File: src/rtl/dos_pkg.sv
// Constants, register map and carrier types for the drive output signal select block.
// -----------------------------------------------------------------------------
// -----------------------------------------------------------------------------
package dos_pkg;

  // ---------------------------------------------------------------------------
  // Widths and counts
  // ---------------------------------------------------------------------------
  localparam int N_OUT = 5;
  localparam int N_IN  = 8;
  localparam int N_THR = 4;
  localparam int AW    = 8;
  localparam int DW    = 16;
  localparam int N_IRQ = 7;

  // ---------------------------------------------------------------------------
  // Register offsets (word index on the plain port)
  // ---------------------------------------------------------------------------
  localparam logic [AW-1:0] FN_SEL_BASE = 8'h00;
  localparam logic [AW-1:0] POL_BASE    = 8'h08;
  localparam logic [AW-1:0] IN_SEL_BASE = 8'h10;
  localparam logic [AW-1:0] THR_BASE    = 8'h18;
  localparam logic [AW-1:0] MAXF_ADDR   = 8'h1C;
  localparam logic [AW-1:0] SETP_ADDR   = 8'h1D;
  localparam logic [AW-1:0] STAT_ADDR   = 8'h20;
  localparam logic [AW-1:0] IRQ_ADDR    = 8'h21;
  localparam logic [AW-1:0] MASK_ADDR   = 8'h22;

  // ---------------------------------------------------------------------------
  // Reset values and codes
  // ---------------------------------------------------------------------------
  localparam logic [8*N_OUT-1:0] FN_SEL_RST = {8'h08, 8'h07, 8'h03, 8'h00, 8'h01};
  localparam logic [7:0]  POL_RST    = 8'h00;
  localparam logic [7:0]  POL_BREAK  = 8'h01;
  localparam logic [7:0]  IN_SEL_RST = 8'h00;
  localparam logic [7:0]  IN_BOK     = 8'h2C;
  localparam logic [DW-1:0] THR_RST  = 16'h0000;
  localparam logic [DW-1:0] MAXF_RST = 16'h1770;
  localparam logic [DW-1:0] SETP_RST = 16'h0000;
  localparam logic [N_IRQ-1:0] MASK_RST = 7'h00;

  // Frequencies are in units of 0.01 Hz; 400 Hz is the ceiling.
  localparam logic [DW-1:0] THR_MAX   = 16'h9C40;
  localparam logic [DW:0]   PCT_DIV   = 17'h00064;
  localparam logic [DW:0]   HYST_ON   = 17'h00001;
  localparam logic [DW:0]   HYST_OFF  = 17'h00002;
  localparam int            FN_CODES  = 32;

  // ---------------------------------------------------------------------------
  // Carrier types
  // ---------------------------------------------------------------------------
  typedef struct packed {
    logic [AW-1:0] addr;
    logic [DW-1:0] wdata;
    logic          wr;
    logic          rd;
  } dos_bus_s;

  typedef struct packed {
    logic run;
    logic overload;
    logic pid_deviation;
    logic fault;
    logic torque_exceeded;
    logic mains_fail_stop;
    logic undervoltage;
    logic torque_limiting;
    logic run_time_exceeded;
    logic power_on_time_exceeded;
    logic motor_thermal;
    logic release_brake;
    logic brake_fault;
    logic zero_speed;
    logic speed_deviation;
    logic positioning_done;
    logic overload2;
  } dos_src_s;

endpackage : dos_pkg

File: src/rtl/dos_top.sv
// Output function select, frequency arrival comparators and brake confirmation.
//
// Added by the designer: strobed register access and the register offsets.
`timescale 1ns/100ps
module dos_top
  import dos_pkg::*;
(
  input  wire logic             clk,
  input  wire logic             reset_n,
  input  wire dos_bus_s         bus,
  output logic [DW-1:0]         rdata,
  input  wire logic [DW-1:0]    output_frequency,
  input  wire logic             accelerating,
  input  wire logic             decelerating,
  input  wire dos_src_s         src,
  input  wire logic [N_IN-1:0]  digital_in,
  output logic [N_OUT-1:0]      dout,
  output logic                  brake_release_confirm,
  output logic                  brake_confirm_assigned,
  output wire logic             irq
);

  // ---------------------------------------------------------------------------
  // Helper functions
  // ---------------------------------------------------------------------------
  // True when f lies more than band below thr.
  function automatic logic below(input logic [DW-1:0] f,
                                 input logic [DW-1:0] thr,
                                 input logic [DW-1:0] band);
    below = ({1'b0, f} + {1'b0, band}) < {1'b0, thr};
  endfunction : below

  // True when f lies within band of thr on either side.
  function automatic logic in_band(input logic [DW-1:0] f,
                                   input logic [DW-1:0] thr,
                                   input logic [DW-1:0] band);
    in_band = !below(f, thr, band) && !below(thr, f, band);
  endfunction : in_band

  function automatic logic [DW-1:0] clamp_thr(input logic [DW-1:0] d);
    clamp_thr = (d > THR_MAX) ? THR_MAX : d;
  endfunction : clamp_thr

  function automatic logic [DW-1:0] pct(input logic [DW-1:0] m,
                                        input logic [DW:0]   k);
    logic [2*DW+1:0] p;
    p   = ({1'b0, m} * k) / PCT_DIV;
    pct = p[DW-1:0];
  endfunction : pct

  // ---------------------------------------------------------------------------
  // Registers
  // ---------------------------------------------------------------------------
  logic [7:0]       fn_sel [N_OUT];
  logic [7:0]       pol    [N_OUT];
  logic [7:0]       in_sel [N_IN];
  logic [DW-1:0]    thr    [N_THR];
  logic [DW-1:0]    maximum_frequency;
  logic [DW-1:0]    frequency_setpoint;
  logic [N_IRQ-1:0] irq_status;
  logic [N_IRQ-1:0] irq_mask;
  logic             setpoint_reached_out;

  // ---------------------------------------------------------------------------
  // Address decode
  // ---------------------------------------------------------------------------
  wire logic           wr_maxf = bus.wr && (bus.addr == MAXF_ADDR);
  wire logic           wr_setp = bus.wr && (bus.addr == SETP_ADDR);
  wire logic           wr_irq  = bus.wr && (bus.addr == IRQ_ADDR);
  wire logic           wr_mask = bus.wr && (bus.addr == MASK_ADDR);
  wire logic [AW-1:0]  off_fn  = bus.addr - FN_SEL_BASE;
  wire logic [AW-1:0]  off_pol = bus.addr - POL_BASE;
  wire logic [AW-1:0]  off_in  = bus.addr - IN_SEL_BASE;
  wire logic [AW-1:0]  off_thr = bus.addr - THR_BASE;
  wire logic           hit_fn  = (bus.addr >= FN_SEL_BASE) && (off_fn < AW'(N_OUT));
  wire logic           hit_pol = (bus.addr >= POL_BASE) && (off_pol < AW'(N_OUT));
  wire logic           hit_in  = (bus.addr >= IN_SEL_BASE) && (off_in < AW'(N_IN));
  wire logic           hit_thr = (bus.addr >= THR_BASE) && (off_thr < AW'(N_THR));

  // ---------------------------------------------------------------------------
  // Configuration storage
  // ---------------------------------------------------------------------------
  always_ff @(posedge clk) begin
    for (int i = 0; i < N_OUT; i++) begin
      if (!reset_n) begin
        fn_sel[i] <= FN_SEL_RST[8*i +: 8];
        pol[i]    <= POL_RST;
      end else begin
        if (bus.wr && hit_fn && (off_fn == AW'(i))) begin
          fn_sel[i] <= bus.wdata[7:0];
        end
        if (bus.wr && hit_pol && (off_pol == AW'(i))) begin
          pol[i] <= bus.wdata[7:0];
        end
      end
    end
  end

  always_ff @(posedge clk) begin
    for (int i = 0; i < N_IN; i++) begin
      if (!reset_n) begin
        in_sel[i] <= IN_SEL_RST;
      end else if (bus.wr && hit_in && (off_in == AW'(i))) begin
        in_sel[i] <= bus.wdata[7:0];
      end
    end
  end

  // Values above 400 Hz are clipped on the way in so the exceed and window comparators
  // never see an out-of-range threshold.
  always_ff @(posedge clk) begin
    for (int i = 0; i < N_THR; i++) begin
      if (!reset_n) begin
        thr[i] <= THR_RST;
      end else if (bus.wr && hit_thr && (off_thr == AW'(i))) begin
        thr[i] <= clamp_thr(bus.wdata);
      end
    end
  end

  always_ff @(posedge clk) begin
    if (!reset_n) begin
      maximum_frequency  <= MAXF_RST;
      frequency_setpoint <= SETP_RST;
      irq_mask           <= MASK_RST;
    end else begin
      if (wr_maxf) begin
        maximum_frequency <= bus.wdata;
      end
      if (wr_setp) begin
        frequency_setpoint <= bus.wdata;
      end
      if (wr_mask) begin
        irq_mask <= bus.wdata[N_IRQ-1:0];
      end
    end
  end

  // ---------------------------------------------------------------------------
  // Brake release confirmation
  // ---------------------------------------------------------------------------
  logic [N_IN-1:0] bok_sel;
  always_comb begin
    for (int i = 0; i < N_IN; i++) begin
      bok_sel[i] = (in_sel[i] == IN_BOK);
    end
  end

  wire logic next_confirm = |(bok_sel & digital_in);
  logic      confirm_q;

  always_ff @(posedge clk) begin
    if (!reset_n) begin
      brake_release_confirm  <= 1'b0;
      brake_confirm_assigned <= 1'b0;
      confirm_q              <= 1'b0;
    end else begin
      brake_release_confirm  <= next_confirm;
      brake_confirm_assigned <= |bok_sel;
      confirm_q              <= brake_release_confirm;
    end
  end

  // ---------------------------------------------------------------------------
  // Frequency arrival comparators
  // ---------------------------------------------------------------------------
  // Bands are recomputed every cycle from the end frequency; the divider is
  // combinational because the clock is slow and the saving in state is worth it.
  wire logic [DW-1:0] band_on  = pct(maximum_frequency, HYST_ON);
  wire logic [DW-1:0] band_off = pct(maximum_frequency, HYST_OFF);
  wire logic [DW-1:0] fo       = output_frequency;

  wire logic sp_set = in_band(fo, frequency_setpoint, band_on);
  wire logic sp_clr = !in_band(fo, frequency_setpoint, band_off);

  always_ff @(posedge clk) begin
    if (!reset_n) begin
      setpoint_reached_out <= 1'b0;
    end else if (sp_set) begin
      setpoint_reached_out <= 1'b1;
    end else if (sp_clr) begin
      setpoint_reached_out <= 1'b0;
    end
  end

  logic [1:0] exc_v;
  logic [1:0] win_v;

  for (genvar g = 0; g < 2; g++) begin : g_pair
    wire logic [DW-1:0] ta = thr[2*g];
    wire logic [DW-1:0] td = thr[2*g+1];
    logic exc;
    logic win;
    logic pt_dec;

    wire logic exc_set = accelerating && !below(fo, ta, band_on);
    wire logic exc_clr = (decelerating && below(fo, td, band_off)) ||
                         (accelerating && below(fo, ta, band_off));
    wire logic near_a  = accelerating && in_band(fo, ta, band_on);
    wire logic near_d  = decelerating && in_band(fo, td, band_on);
    wire logic win_clr = !in_band(fo, pt_dec ? td : ta, band_off);

    always_ff @(posedge clk) begin
      if (!reset_n) begin
        exc <= 1'b0;
      end else if (exc_set) begin
        exc <= 1'b1;
      end else if (exc_clr) begin
        exc <= 1'b0;
      end
    end

    always_ff @(posedge clk) begin
      if (!reset_n) begin
        win    <= 1'b0;
        pt_dec <= 1'b0;
      end else if (near_a || near_d) begin
        win    <= 1'b1;
        pt_dec <= near_d;
      end else if (win_clr) begin
        win    <= 1'b0;
      end
    end

    assign exc_v[g] = exc;
    assign win_v[g] = win;
  end

  wire logic threshold_exceeded_out  = exc_v[0];
  wire logic window_reached_out      = win_v[0];
  wire logic threshold_exceeded2_out = exc_v[1];
  wire logic window_reached2_out     = win_v[1];

  // ---------------------------------------------------------------------------
  // Function table and output select
  // ---------------------------------------------------------------------------
  // Unlisted codes stay zero, so a reserved selection reads as inactive.
  logic [FN_CODES-1:0] fn_vec;
  always_comb begin
    fn_vec     = '0;
    fn_vec[0]  = src.run;
    fn_vec[1]  = setpoint_reached_out;
    fn_vec[2]  = threshold_exceeded_out;
    fn_vec[3]  = src.overload;
    fn_vec[4]  = src.pid_deviation;
    fn_vec[5]  = src.fault;
    fn_vec[6]  = window_reached_out;
    fn_vec[7]  = src.torque_exceeded;
    fn_vec[8]  = src.mains_fail_stop;
    fn_vec[9]  = src.undervoltage;
    fn_vec[10] = src.torque_limiting;
    fn_vec[11] = src.run_time_exceeded;
    fn_vec[12] = src.power_on_time_exceeded;
    fn_vec[13] = src.motor_thermal;
    fn_vec[19] = src.release_brake;
    fn_vec[20] = src.brake_fault;
    fn_vec[21] = src.zero_speed;
    fn_vec[22] = src.speed_deviation;
    fn_vec[23] = src.positioning_done;
    fn_vec[24] = threshold_exceeded2_out;
    fn_vec[25] = window_reached2_out;
    fn_vec[26] = src.overload2;
  end

  logic [N_OUT-1:0] next_dout;
  always_comb begin
    for (int i = 0; i < N_OUT; i++) begin
      next_dout[i] = ((fn_sel[i] < 8'(FN_CODES)) ? fn_vec[fn_sel[i][4:0]] : 1'b0)
                     ^ (pol[i] == POL_BREAK);
    end
  end

  always_ff @(posedge clk) begin
    if (!reset_n) begin
      dout <= '0;
    end else begin
      dout <= next_dout;
    end
  end

  // ---------------------------------------------------------------------------
  // Interrupts
  // ---------------------------------------------------------------------------
  logic [N_OUT-1:0] dout_q;
  wire logic [N_IRQ-1:0] irq_event = {confirm_q & ~brake_release_confirm,
                                      brake_release_confirm & ~confirm_q,
                                      dout ^ dout_q};
  wire logic [N_IRQ-1:0] irq_clr = wr_irq ? bus.wdata[N_IRQ-1:0] : '0;

  // A new event in the clearing cycle survives the write-one-to-clear.
  always_ff @(posedge clk) begin
    if (!reset_n) begin
      dout_q     <= '0;
      irq_status <= '0;
    end else begin
      dout_q     <= dout;
      irq_status <= (irq_status & ~irq_clr) | irq_event;
    end
  end

  assign irq = |(irq_status & irq_mask);

  // ---------------------------------------------------------------------------
  // Read path
  // ---------------------------------------------------------------------------
  logic [DW-1:0] next_rdata;
  always_comb begin
    next_rdata = '0;
    if (bus.rd) begin
      if (hit_fn) begin
        next_rdata = {8'h00, fn_sel[off_fn[2:0]]};
      end else if (hit_pol) begin
        next_rdata = {8'h00, pol[off_pol[2:0]]};
      end else if (hit_in) begin
        next_rdata = {8'h00, in_sel[off_in[2:0]]};
      end else if (hit_thr) begin
        next_rdata = thr[off_thr[1:0]];
      end else if (bus.addr == MAXF_ADDR) begin
        next_rdata = maximum_frequency;
      end else if (bus.addr == SETP_ADDR) begin
        next_rdata = frequency_setpoint;
      end else if (bus.addr == STAT_ADDR) begin
        next_rdata = {2'b00, brake_confirm_assigned, brake_release_confirm,
                      window_reached2_out, threshold_exceeded2_out,
                      window_reached_out, threshold_exceeded_out,
                      setpoint_reached_out, 2'b00, dout};
      end else if (bus.addr == IRQ_ADDR) begin
        next_rdata = {9'h000, irq_status};
      end else if (bus.addr == MASK_ADDR) begin
        next_rdata = {9'h000, irq_mask};
      end
    end
  end

  always_ff @(posedge clk) begin
    if (!reset_n) begin
      rdata <= '0;
    end else begin
      rdata <= next_rdata;
    end
  end

endmodule : dos_top

File: config.mk
export PLATFORM = sky130hd
export DESIGN_NAME = dos_top
export DESIGN_NICKNAME = d
export VERILOG_FILES = /design/src/rtl/dos_pkg.sv /design/src/rtl/dos_top.sv
export SDC_FILE = /design/constraint.sdc
export NUM_CORES = 1
export LEC_CHECK = 0
export ABC_AREA = 1
export BUFFER_PORTS_ARGS = -buffer_cell sky130_fd_sc_hd__buf_2
export CORE_ASPECT_RATIO = 1.25
export CORE_MARGIN = 2
export CORE_UTILIZATION = 55
export DETAILED_ROUTE_END_ITERATION = 6
export HOLD_SLACK_MARGIN = 0.1
export PLACE_DENSITY = 0.75
export SYNTH_ARGS = -nofsm -noshare
export SYNTH_HDL_FRONTEND = slang
export SYNTH_SLANG_ARGS = --single-unit
File: constraint.sdc
create_clock -name clk -period 12.9 [get_ports clk]
set_input_delay 2.58 -clock clk [delete_from_list [all_inputs] [get_ports clk]]
set_output_delay 2.58 -clock clk [all_outputs]
set_load 0.1 [all_outputs]
* After elaboration in Yosys (flattened, before gate mapping)
Memories as Yosys holds them, arrays and structs flattened.
Cells that the tools add are included.
** Storage, ports and cells
- Output and inout bits :: 24
- Logic and storage cells :: 364
- Input bits :: 71
- RAM bits :: 208
- Flip-flop bits (word level) :: 82
- Memories kept :: 4
** Memory list
- in_sel :: words 8, width 8, rd ports 9, clocked after Yosys merged registers in 0, wr ports 8, line dos_top.sv:56 : logic [7:0] in_sel [N_IN];
- thr :: words 4, width 16, rd ports 5, clocked after Yosys merged registers in 0, wr ports 4, line dos_top.sv:57 : logic [DW-1:0] thr [N_THR];
- fn_sel :: words 5, width 8, rd ports 6, clocked after Yosys merged registers in 0, wr ports 5, line dos_top.sv:54 : logic [7:0] fn_sel [N_OUT];
- pol :: words 5, width 8, rd ports 6, clocked after Yosys merged registers in 0, wr ports 5, line dos_top.sv:55 : logic [7:0] pol [N_OUT];
** Cells by class
- Magnitude comparators :: 39
- Div/mod/pow operators :: 2
- Add/subtract/negate cells :: 13
- Bitwise logic cells :: 39
- Reductions and logical operators :: 83
- Multiplexer cells :: 127
- Equality and inequality tests :: 39
** Operator list (number)
- 17-bit by 16-bit less-than comparator with 1-bit output :: 20
- 16-bit by 16-bit adder with 17-bit output :: 10
- 8-bit 2-to-1 mux :: 21
- 16-bit 2-to-1 mux :: 10
- 8-bit by 6-bit == test with 1-bit output (second input constant) :: 11
- 1-bit 2-to-1 mux :: 87
- 8-bit by 1-bit == test with 1-bit output (second input constant) :: 9
- 8-bit by 2-bit == test with 1-bit output (second input constant) :: 8
- 1-bit logical AND :: 52
- 8-bit by 3-bit == test with 1-bit output (second input constant) :: 6
- 8-bit by 6-bit less-than comparator with 1-bit output (second input constant) :: 5
- 16-bit by 7-bit divider with 34-bit output (second input constant) :: 1
- 17-bit by 7-bit divider with 34-bit output (second input constant) :: 1
- 8-bit zero test :: 4
- 5-bit by 6-bit less-than comparator with 1-bit output (second input constant) :: 5
- 1-bit binary-select mux with 5-bit select :: 5
- 8-bit by 3-bit less-than comparator with 1-bit output (second input constant) :: 3
- 1-bit OR :: 22
- 7-bit 2-to-1 mux :: 3
- 8-bit by 5-bit == test with 1-bit output (second input constant) :: 2
- 8-bit by 5-bit greater-or-equal comparator with 1-bit output (second input constant) :: 2
- 16-bit greater-than comparator (second input constant) :: 1
- 1-bit zero test :: 16
- 8-bit OR reduction :: 2
- other kinds (21) :: 36

* Depth between registers and ports, before layout
Gate-level depths: netlist of run 1.
- Depth after elaboration :: 10
- Gate-level depth with buffers :: 84
- Gate-level depth less buffers :: 84

* Worst setup path after synthesis of run 1
OpenSTA, ideal clock, no wires.
- Path kind :: register to register
- Start :: register maximum_frequency[11]
- End :: register g_pair[0].exc
- Path buffers :: 0
- Period minus slack after synthesis :: 9244 ps
- Library setup time :: 132 ps
- Path slack :: 3656 ps
- Data arrival time :: 9111 ps
- Cell stages (with the launch flop) :: 77
- Data required time :: 12768 ps
- Cells stage by stage :: dfxtp_1 -> inv_2 -> a21oi_1 -> ha_1 -> o21ai_4 -> nand3_4 -> nand3_1 -> nand2_1 -> nor2_4 -> nand3_4 -> nand2_2 -> nand3_4 -> nand2_4 -> nand4_4 -> nand2_1 -> nand3_1 -> nor2_8 -> nand3_4 -> [... 41 more ...] -> inv_1 -> a21oi_1 -> inv_1 -> nand2_1 -> inv_1 -> o21ai_0 -> xor2_1 -> ha_1 -> nand2_1 -> nor2_1 -> a2111oi_0 -> o21ai_0 -> nand2_1 -> nand2_1 -> o32ai_1 -> nand2_1 -> nand2_1 -> a21oi_1
** On the way
- Longest elaborated chain between the ends :: 6
- Elaborated cells on any way between the ends :: 14
- Classes of those cells :: add/sub (2); div (2); order compare (3); mux (1); reduce/logical (6)
** Ends and longest elaborated chain
- from (decl) :: line dos_top.sv:58 : logic [DW-1:0] maximum_frequency;
- from (signal assigned) :: line dos_top.sv:128 : maximum_frequency <= bus.wdata;
- 17-bit by 7-bit divider with 34-bit output or 16-bit by 7-bit divider with 34-bit output (tied branches) :: line dos_top.sv:47 : p = ({1'b0, m} * k) / PCT_DIV;
- 16-bit by 16-bit adder with 17-bit output :: line dos_top.sv:30 : below = ({1'b0, f} + {1'b0, band}) < {1'b0, thr};
- 17-bit by 16-bit less-than comparator with 1-bit output :: line dos_top.sv:30
- 1-bit logical AND, or another cell as far along :: line dos_top.sv:197 : wire logic exc_clr = (decelerating && below(fo, td, band_off)) ||
- 1-bit logical OR or 1-bit logical AND (tied branches) :: line dos_top.sv:197, dos_top.sv:196
- 2-bit nonzero test (no line) or 1-bit 2-to-1 mux (tied branches)
- to (signal assigned) :: line dos_top.sv:205 : exc <= 1'b0;
- to (signal assigned) :: line dos_top.sv:207 : exc <= 1'b1;
- to (signal assigned) :: line dos_top.sv:209 : exc <= 1'b0;
- to (decl) :: line dos_top.sv:192 : logic exc;
Several ways; a longest one is shown, not always the timed one.
A chain may end at the register's enable or synchronous reset.

* Worst setup path after layout of run 1
Ends and elaborated chain as after synthesis.

==> results of run 1 <==
where the power goes:
| part | total [mW] | leakage, nW | switching (mW) | internal (mW) |
|---|---|---|---|---|
| logic | 1.32 | 10.5 | 0.840 | 0.481 |
| clock network | 0.841 | 0.461 | 0.371 | 0.470 |
| registers | 1.07 | 2.64 | 0.0372 | 1.03 |
state kept, by name, indices dropped and copies added (netlist names), 2 cells and up:
register and flops:
irq_mask 7, maximum_frequency 16, dout 5, in_sel 64
g_pair.pt_dec 2, g_pair.win 2, pol 40, frequency_setpoint 16
thr 64, rdata 16, g_pair.exc 2, irq_status 7
dout_q 5, fn_sel 40
cells by family (layout without fill, tap and decap cells):
group,count (synthesis),after routing
simple gates,1232,1232
compound gates,848,848
buf+inv,545,629
fa+ha+maj,417,417
flops,290,290
xor+xnor,142,142
layer usage:
| metal | global-route usage, % | vias to the layer above | routed length [um] |
|---|---|---|---|
| li1 | - | 12300 | - |
| met3 | 3.67 | 327 | 7120 |
| met4 | 19.5 | 4 | 5700 |
| met2 | 58.9 | 1395 | 42700 |
| met1 | 42.3 | 12000 | 35100 |
| met5 | 0 | - | 25 |
layout by cell type, fill, tap and decap left out, types with 25 or more instances in the layout:
cell                        synthesis  layout
sky130_fd_sc_hd__a21oi_1          338     338
sky130_fd_sc_hd__buf_2              0      94
sky130_fd_sc_hd__clkbuf_16          0      32
sky130_fd_sc_hd__dfxtp_1           82      82
sky130_fd_sc_hd__edfxtp_1         208     208
sky130_fd_sc_hd__ha_1             407     407
sky130_fd_sc_hd__inv_1            450     450
sky130_fd_sc_hd__nand2_1          494     494
sky130_fd_sc_hd__nand2_2           35      35
sky130_fd_sc_hd__nand3_1          159     159
sky130_fd_sc_hd__nand4_1           56      56
sky130_fd_sc_hd__nor2_1           375     372
sky130_fd_sc_hd__nor3_1            31      31
sky130_fd_sc_hd__o21a_1            25      25
sky130_fd_sc_hd__o21ai_0          197     197
sky130_fd_sc_hd__o21bai_1          45      45
sky130_fd_sc_hd__o221ai_1          30      30
sky130_fd_sc_hd__o22ai_1           33      33
sky130_fd_sc_hd__xor2_1           121     121
cell type report:
class | count | area, sq um
Fill cell | 4634 | 19900
Multi-Input combinational cell | 2639 | 17300
Sequential cell | 290 | 7890
Inverter | 464 | 1740
Clock buffer | 44 | 878
Tap cell | 651 | 815
Timing Repair Buffer | 113 | 613
Clock inverter | 8 | 55.1
worst paths after layout:
kind	cells past startpoint	from	to
worst max register to register	74	maximum_frequency[11]	g_pair[0].exc
worst max-delay path	74	maximum_frequency[11]	g_pair[0].exc
worst min-delay path	1	confirm_q	irq_status[5]
worst min register to register	1	confirm_q	irq_status[5]
through the flow:
stage          std cells  hold slack, ns  util, %  worst slack [ns]
3_3_place_gp        4157           0.446     57.7              1.71
2_1_floorplan       3474           0.432        -              3.66
3_5_place_dp        4157           0.446     57.7              1.60
4_1_cts             4209           0.455     59.6              1.57
6_report            4209           0.458     59.6              1.40
5_1_grt             4209           0.486     59.6             0.437
==> results by group, run 1 <==
Status
  – Result of the run: finished, final reports clean

Route
  – WL per Instance: 21.5 um
  – Number of remaining DRC errors: 0
  – Starting DRT DRC Count: 2498
  – Final WL: 90.7 mm
  – DRT antenna net count: 0
  – Vias per cell: 6.18
  – Routed via count: 26000
  – First-pass iteration count of the detailed router: 6

Yosys
  – Adder-cell area share of the yosys netlist: 19.4%
  – Simple-Gate Fraction of Synth Area: 20.7%
  – Area share of xor/xnor cells in the synthesized design: 4.59%
  – Top cell type by total area after synthesis: sky130_fd_sc_hd__edfxtp_1
  – Net count of the mapped netlist: 3962
  – Ys async rst share: 0%
  – Number of synthesized flops with an enable pin: 208
  – Dominant register cell in the synthesized netlist: sky130_fd_sc_hd__edfxtp_1
  – Share of synthesized area spent on multiplexers: 0%
  – Yosys warning total: 0
  – Unique masters post-synth: 68
  – Number of storage elements in the synthesis netlist: 290
  – Post-Synthesis Cell Area: 0.0273 sq mm
  – Commonest cells post-synth: sky130_fd_sc_hd__nand2_1 (494), sky130_fd_sc_hd__inv_1 (450), sky130_fd_sc_hd__ha_1 (407)
  – Area share of the largest cell type after synthesis: 22.9%
  – Complex-gate fraction of the synthesized area: 18.8%
  – Sequential fraction of the synthesis area: 28.9%
  – Top cells by area, synth: sky130_fd_sc_hd__edfxtp_1 (23%), sky130_fd_sc_hd__ha_1 (19%), sky130_fd_sc_hd__nand2_1 (6.8%), sky130_fd_sc_hd__a21oi_1 (6.2%), sky130_fd_sc_hd__inv_1 (6.2%)
  – Mapped Avg Cell Area: 7.85 sq um
  – Post-synthesis instance total: 3474
  – Largest family of logic cells by synthesized area: simple AND/OR/NAND/NOR gates
  – Most frequently used cell type in the post-synthesis netlist: sky130_fd_sc_hd__nand2_1

Layout
  – Share of cells above drive strength 1: 7.59%
  – Antenna fix cells: 0
  – Post-layout net count: 4024
  – Design Area, Final: 0.0293 sq mm
  – Layout overhead on the synthesized area: 7.49%

Critical path
  – Kind of launch point of the worst setup path: flop
  – Worst endpoint required time: 13.33 ns
  – Top cell family by delay on the critical path: simple AND/OR/NAND/NOR gates
  – Most numerous cell on the critical path: sky130_fd_sc_hd__nand2_1
  – Worst reg-to-reg setup slack: 1.40 ns
  – Worst EP arrival: 11.93 ns
  – Crit path largest cell delay: 0.64 ns
  – Capturing element type of the critical path: flop
  – Max Fanout on Critical Path: 30
  – Slowest cell on the critical path: sky130_fd_sc_hd__xor2_1
  – Buffers and inverters on the worst path: 7
  – Worst setup path class: reg -> reg

Placed design
  – Count of buffers inserted at the top-level ports: 94
  – Global placer's final weighted congestion: 0.985
  – Cell area reported after detailed placement: 0.0284 sq mm
  – Placed wire-length estimate after detailed placement: 71.2 mm

STA
  – Slew Viols, Final: 0
  – Min cycle time layout: 11.50 ns
  – Worst slew margin relative to its limit: 21.8%
  – Final critical-path share of the clock period: 89.1%
  – Number of endpoints failing setup at the final stage: 0
  – FMAX: 87.0 MHz
  – Final hold violation count: 0
  – RSZ-0062 raised after global routing: false
  – Total negative setup slack: 0 ns
  – Worst slew pin tran: 1.16 ns
  – Final clock skew: 0.0294 ns

Floorplanning
  – Die H: 253 um
  – Number of ports placed on the die boundary: 95
  – Number of core rows: 91
  – Die span in x: 203 um
  – Effective utilization at floorplan: 55.5%
  – Full die area: 0.0514 sq mm
  – Core area: 0.0492 sq mm

CTS
  – Clk sink count: 290
  – Cts repair resizes: 0
  – CTS buffer count: 28
  – Clk Tree Root Cell: sky130_fd_sc_hd__clkbuf_16
  – Buffer depth of the longest clock path: 3
  – Number of buffers inserted for hold repair after clock tree synthesis: 0
  – Reg clk slew, reported paths: 0.07 ns
  – Number of levels the H-tree was split into: 1
  – Number of post-CTS setup repair buffers: 0
  – Clock tree from TritonCTS: yes
  – Worst-skew pair later-pin latency: 0.58 ns

Global routing
  – Largest net degree at the start of global routing: 80
  – First-pass GRT wire length: 137 mm
  – GRT overflow: 0
  – Total Routing Usage GR: 34.5%
  – Number of global-route vias before repair: 24500
  – Initial antenna violation count: 2

Power and ir drop
  – PnR Total Power: 3.23 mW
  – Leakage Power: 13.6 nW
  – Areal power density over the cells: 110 mW/mm^2
  – Max rail drop VDD: 0.108 mV

Worst hold path
  – Path category of the worst min-delay check: reg -> reg

Job
  – Maxcap violations: 0
Note: power is estimated with default switching activity, not from simulation.
==> run 2: changes to the inputs <==
--- a/config.mk
+++ b/config.mk
@@ -9,10 +9,10 @@
 export BUFFER_PORTS_ARGS = -buffer_cell sky130_fd_sc_hd__buf_2
 export CORE_ASPECT_RATIO = 1.25
 export CORE_MARGIN = 2
-export CORE_UTILIZATION = 55
+export CORE_UTILIZATION = 30
 export DETAILED_ROUTE_END_ITERATION = 6
 export HOLD_SLACK_MARGIN = 0.1
-export PLACE_DENSITY = 0.75
+export PLACE_DENSITY = 0.47
 export SYNTH_ARGS = -nofsm -noshare
 export SYNTH_HDL_FRONTEND = slang
 export SYNTH_SLANG_ARGS = --single-unit
==> constraint.sdc (replaced) <==
create_clock -name clk -period 12.9 [get_ports clk]
set_input_delay 3.225 -clock clk [delete_from_list [all_inputs] [get_ports clk]]
set_output_delay 3.225 -clock clk [all_outputs]
set_load 0.1 [all_outputs]
==> results by group, run 2 (same netlist as run 1, synthesis figures left out) <==
Job
  – Maxcap violations: 0 (unchanged)

Layout
  – Final cell count without fillers: 4760 (was 4209)
  – Most common cell after layout, fill and taps aside: sky130_fd_sc_hd__nand2_1 (unchanged)
  – Antenna fix cells: 0 (unchanged)
  – Post-layout net count: 4038 (was 4024)
  – Design Area, Final: 0.0301 sq mm (was 0.0293 sq mm)
  – Largest registers: in_sel (64), thr (64) (unchanged)
  – Layout overhead on the synthesized area: 10.4% (was 7.49%)
  – Share of cells above drive strength 1: 8.00% (was 7.59%)
  – Core occupancy in the finished layout: 33.4% (was 59.6%)
  – Commonest cells after routing, fill and taps aside: sky130_fd_sc_hd__nand2_1 (494), sky130_fd_sc_hd__inv_1 (450), sky130_fd_sc_hd__ha_1 (407) (unchanged)

Route
  – First-pass iteration count of the detailed router: 5 (was 6)
  – Number of remaining DRC errors: 0 (unchanged)
  – Starting DRT DRC Count: 1969 (was 2498)
  – DRT antenna net count: 0 (unchanged)
  – WL per Instance: 22.4 um (was 21.5 um)
  – Final WL: 107 mm (was 90.7 mm)
  – Vias per cell: 5.26 (was 6.18)
  – Routed via count: 25000 (was 26000)

Worst hold path
  – Hold Crit Depth: 1 (unchanged)
  – Launch instance of the worst min-delay path: confirm_q (unchanged)
  – Path category of the worst min-delay check: reg -> reg (unchanged)
  – Hold Path End: irq_status[5] (unchanged)

STA
  – Final critical-path share of the clock period: 87.6% (was 89.1%)
  – Slew Viols, Final: 0 (unchanged)
  – Number of endpoints failing setup at the final stage: 0 (unchanged)
  – Final clock skew: 0.0160 ns (was 0.0294 ns)
  – Tightest hold margin: 0.470 ns (was 0.458 ns)
  – Total negative setup slack: 0 ns (unchanged)
  – Final hold violation count: 0 (unchanged)
  – Min cycle time layout: 11.30 ns (was 11.50 ns)
  – FMAX: 88.5 MHz (was 87.0 MHz)
  – RSZ-0062 raised after global routing: false (unchanged)
  – Worst slew margin relative to its limit: 17.5% (was 21.8%)
  – Worst slew pin tran: 1.23 ns (was 1.16 ns)
  – Minimum setup slack in the final design: 1.60 ns (was 1.40 ns)

CTS
  – Buffer depth of the longest clock path: 3 (unchanged)
  – Number of levels the H-tree was split into: 1 (unchanged)
  – Clk Tree Root Cell: sky130_fd_sc_hd__clkbuf_16 (unchanged)
  – Worst-skew pair later-pin latency: 0.61 ns (was 0.58 ns)
  – Number of buffers inserted for hold repair after clock tree synthesis: 0 (unchanged)
  – Reg clk slew, reported paths: 0.07 ns (about the same)
  – CTS buffer count: 29 (was 28)
  – Clk sink count: 290 (unchanged)
  – Clock tree from TritonCTS: yes (unchanged)
  – Number of post-CTS setup repair buffers: 0 (unchanged)
  – Cts repair resizes: 0 (unchanged)

Power and ir drop
  – Portion of total power attributed to sequential cells: 32.5% (was 33.1%)
  – Areal power density over the cells: 110 mW/mm^2 (about the same)
  – Fraction of power spent switching nets: 40.1% (was 38.6%)
  – PnR Total Power: 3.30 mW (was 3.23 mW)
  – Power share of the clock group: 26.3% (was 26.0%)
  – Cell internal power dissipation: 1.98 mW (about the same)
  – Relative contribution of combinational cells to total power: 41.3% (was 40.9%)
  – Leakage Power: 13.7 nW (was 13.6 nW)
  – Net Sw Power: 1.32 mW (was 1.25 mW)
  – Max rail drop VDD: 0.0979 mV (was 0.108 mV)

Critical path
  – Worst reg2reg path endpoint: g_pair[0].exc (unchanged)
  – Worst R2R Start: maximum_frequency[11] (unchanged)
  – Buffers and inverters on the worst path: 7 (unchanged)
  – Worst EP arrival: 11.77 ns (was 11.93 ns)
  – Worst endpoint required time: 13.37 ns (was 13.33 ns)
  – Capturing element type of the critical path: flop (unchanged)
  – Slowest cell on the critical path: sky130_fd_sc_hd__a2111oi_0 (was sky130_fd_sc_hd__xor2_1)
  – Most numerous cell on the critical path: sky130_fd_sc_hd__nand2_1 (unchanged)
  – Worst reg-to-reg setup slack: 1.60 ns (was 1.40 ns)
  – Crit path largest cell delay: 0.62 ns (was 0.64 ns)
  – Top cell family by delay on the critical path: simple AND/OR/NAND/NOR gates (unchanged)
  – Kind of launch point of the worst setup path: flop (unchanged)
  – Max Fanout on Critical Path: 30 (unchanged)
  – Cells on worst reg2reg path: 74 (unchanged)
  – Worst setup path class: reg -> reg (unchanged)

Placed design
  – Count of buffers inserted at the top-level ports: 94 (unchanged)
  – Global placer's final weighted congestion: 0.919 (was 0.985)
  – Number of placed instances, taps included: 4706 (was 4157)
  – Pre-CTS WS: 1.58 ns (was 1.60 ns)
  – Cell area reported after detailed placement: 0.0292 sq mm (was 0.0284 sq mm)
  – Placed wire-length estimate after detailed placement: 85.8 mm (was 71.2 mm)

Global routing
  – Number of global-route vias before repair: 24800 (was 24500)
  – Total Routing Usage GR: 22.5% (was 34.5%)
  – Largest net degree at the start of global routing: 80 (unchanged)
  – GRT overflow: 0 (unchanged)
  – Initial antenna violation count: 7 (was 2)
  – First-pass GRT wire length: 157 mm (was 137 mm)

Floorplanning
  – Core area: 0.0900 sq mm (was 0.0492 sq mm)
  – Effective utilization at floorplan: 30.3% (was 55.5%)
  – Die H: 341 um (was 253 um)
  – Number of core rows: 123 (was 91)
  – Full die area: 0.0934 sq mm (was 0.0514 sq mm)
  – Number of ports placed on the die boundary: 95 (unchanged)
  – Die span in x: 274 um (was 203 um)

Status
  – Result of the run: finished, final reports clean (unchanged)
==> run 2: changes by cell type in the layout (fill, tap and decap cells not counted), sizes merged <==
cell    before  now
clkinv      12   13
clkbuf      44   38
buf        113  126
inv        459  466
==> run 2: cell type report <==
type	instances	area, sq um
timing repair buffer	126	711
clock buffer	38	822
clock inverter	16	118
inverter	464	1740
fill	9700	59900
tap	1187	1490
multi-input combinational	2639	17300
sequential	290	7890
==> run 2: worst reg2reg max path: cells and delay by family (launching register included) <==
kind                       cells  cell delay [ns]
AOI/OAI and AO/OA             12             2.77
and+or+nand+nor               50             6.20
xor gates and xnor gates       1             0.27
buffers and inverters          7             0.56
adders and majority gates      4             0.92
DFF                            1             0.46
==> run 2: how the worst max path moves through the flow <==
stage,startpoint,to,slack [ns],depth (start not counted)
2_1_floorplan,maximum_frequency[11],g_pair[0].exc,3.66,76
3_3_place_gp,maximum_frequency[11],g_pair[0].exc,1.66,74
3_5_place_dp,maximum_frequency[11],g_pair[0].exc,1.58,74
4_1_cts,maximum_frequency[11],g_pair[0].exc,1.54,74
5_1_grt,maximum_frequency[12],g_pair[0].exc,0.33,73
6_report,maximum_frequency[11],g_pair[0].exc,1.60,74
==> run 2: metal layers <==
| metal | share of wire, % | GRT usage (%) | wire length (um) | vias up |
|---|---|---|---|---|
| li1 | - | - | - | 12300 |
| met2 | 52 | 41.9 | 55000 | 630 |
| met4 | 3.6 | 7.68 | 3850 | 8 |
| met5 | 0.048 | 0 | 51 | - |
| met3 | 3.5 | 1.44 | 3760 | 182 |
| met1 | 41 | 27.1 | 43900 | 11900 |
==> run 2: power by group through the flow <==
stage               Sequential (mW)  Combinational (mW)  Clock [mW]
floorplan                      1.08               0.917           0
CTS                            1.07                1.38       0.877
detailed placement             1.09                1.37           0
global route                   1.08                1.55       0.902
global placement               1.09                1.36           0
finish                         1.07                1.36       0.868
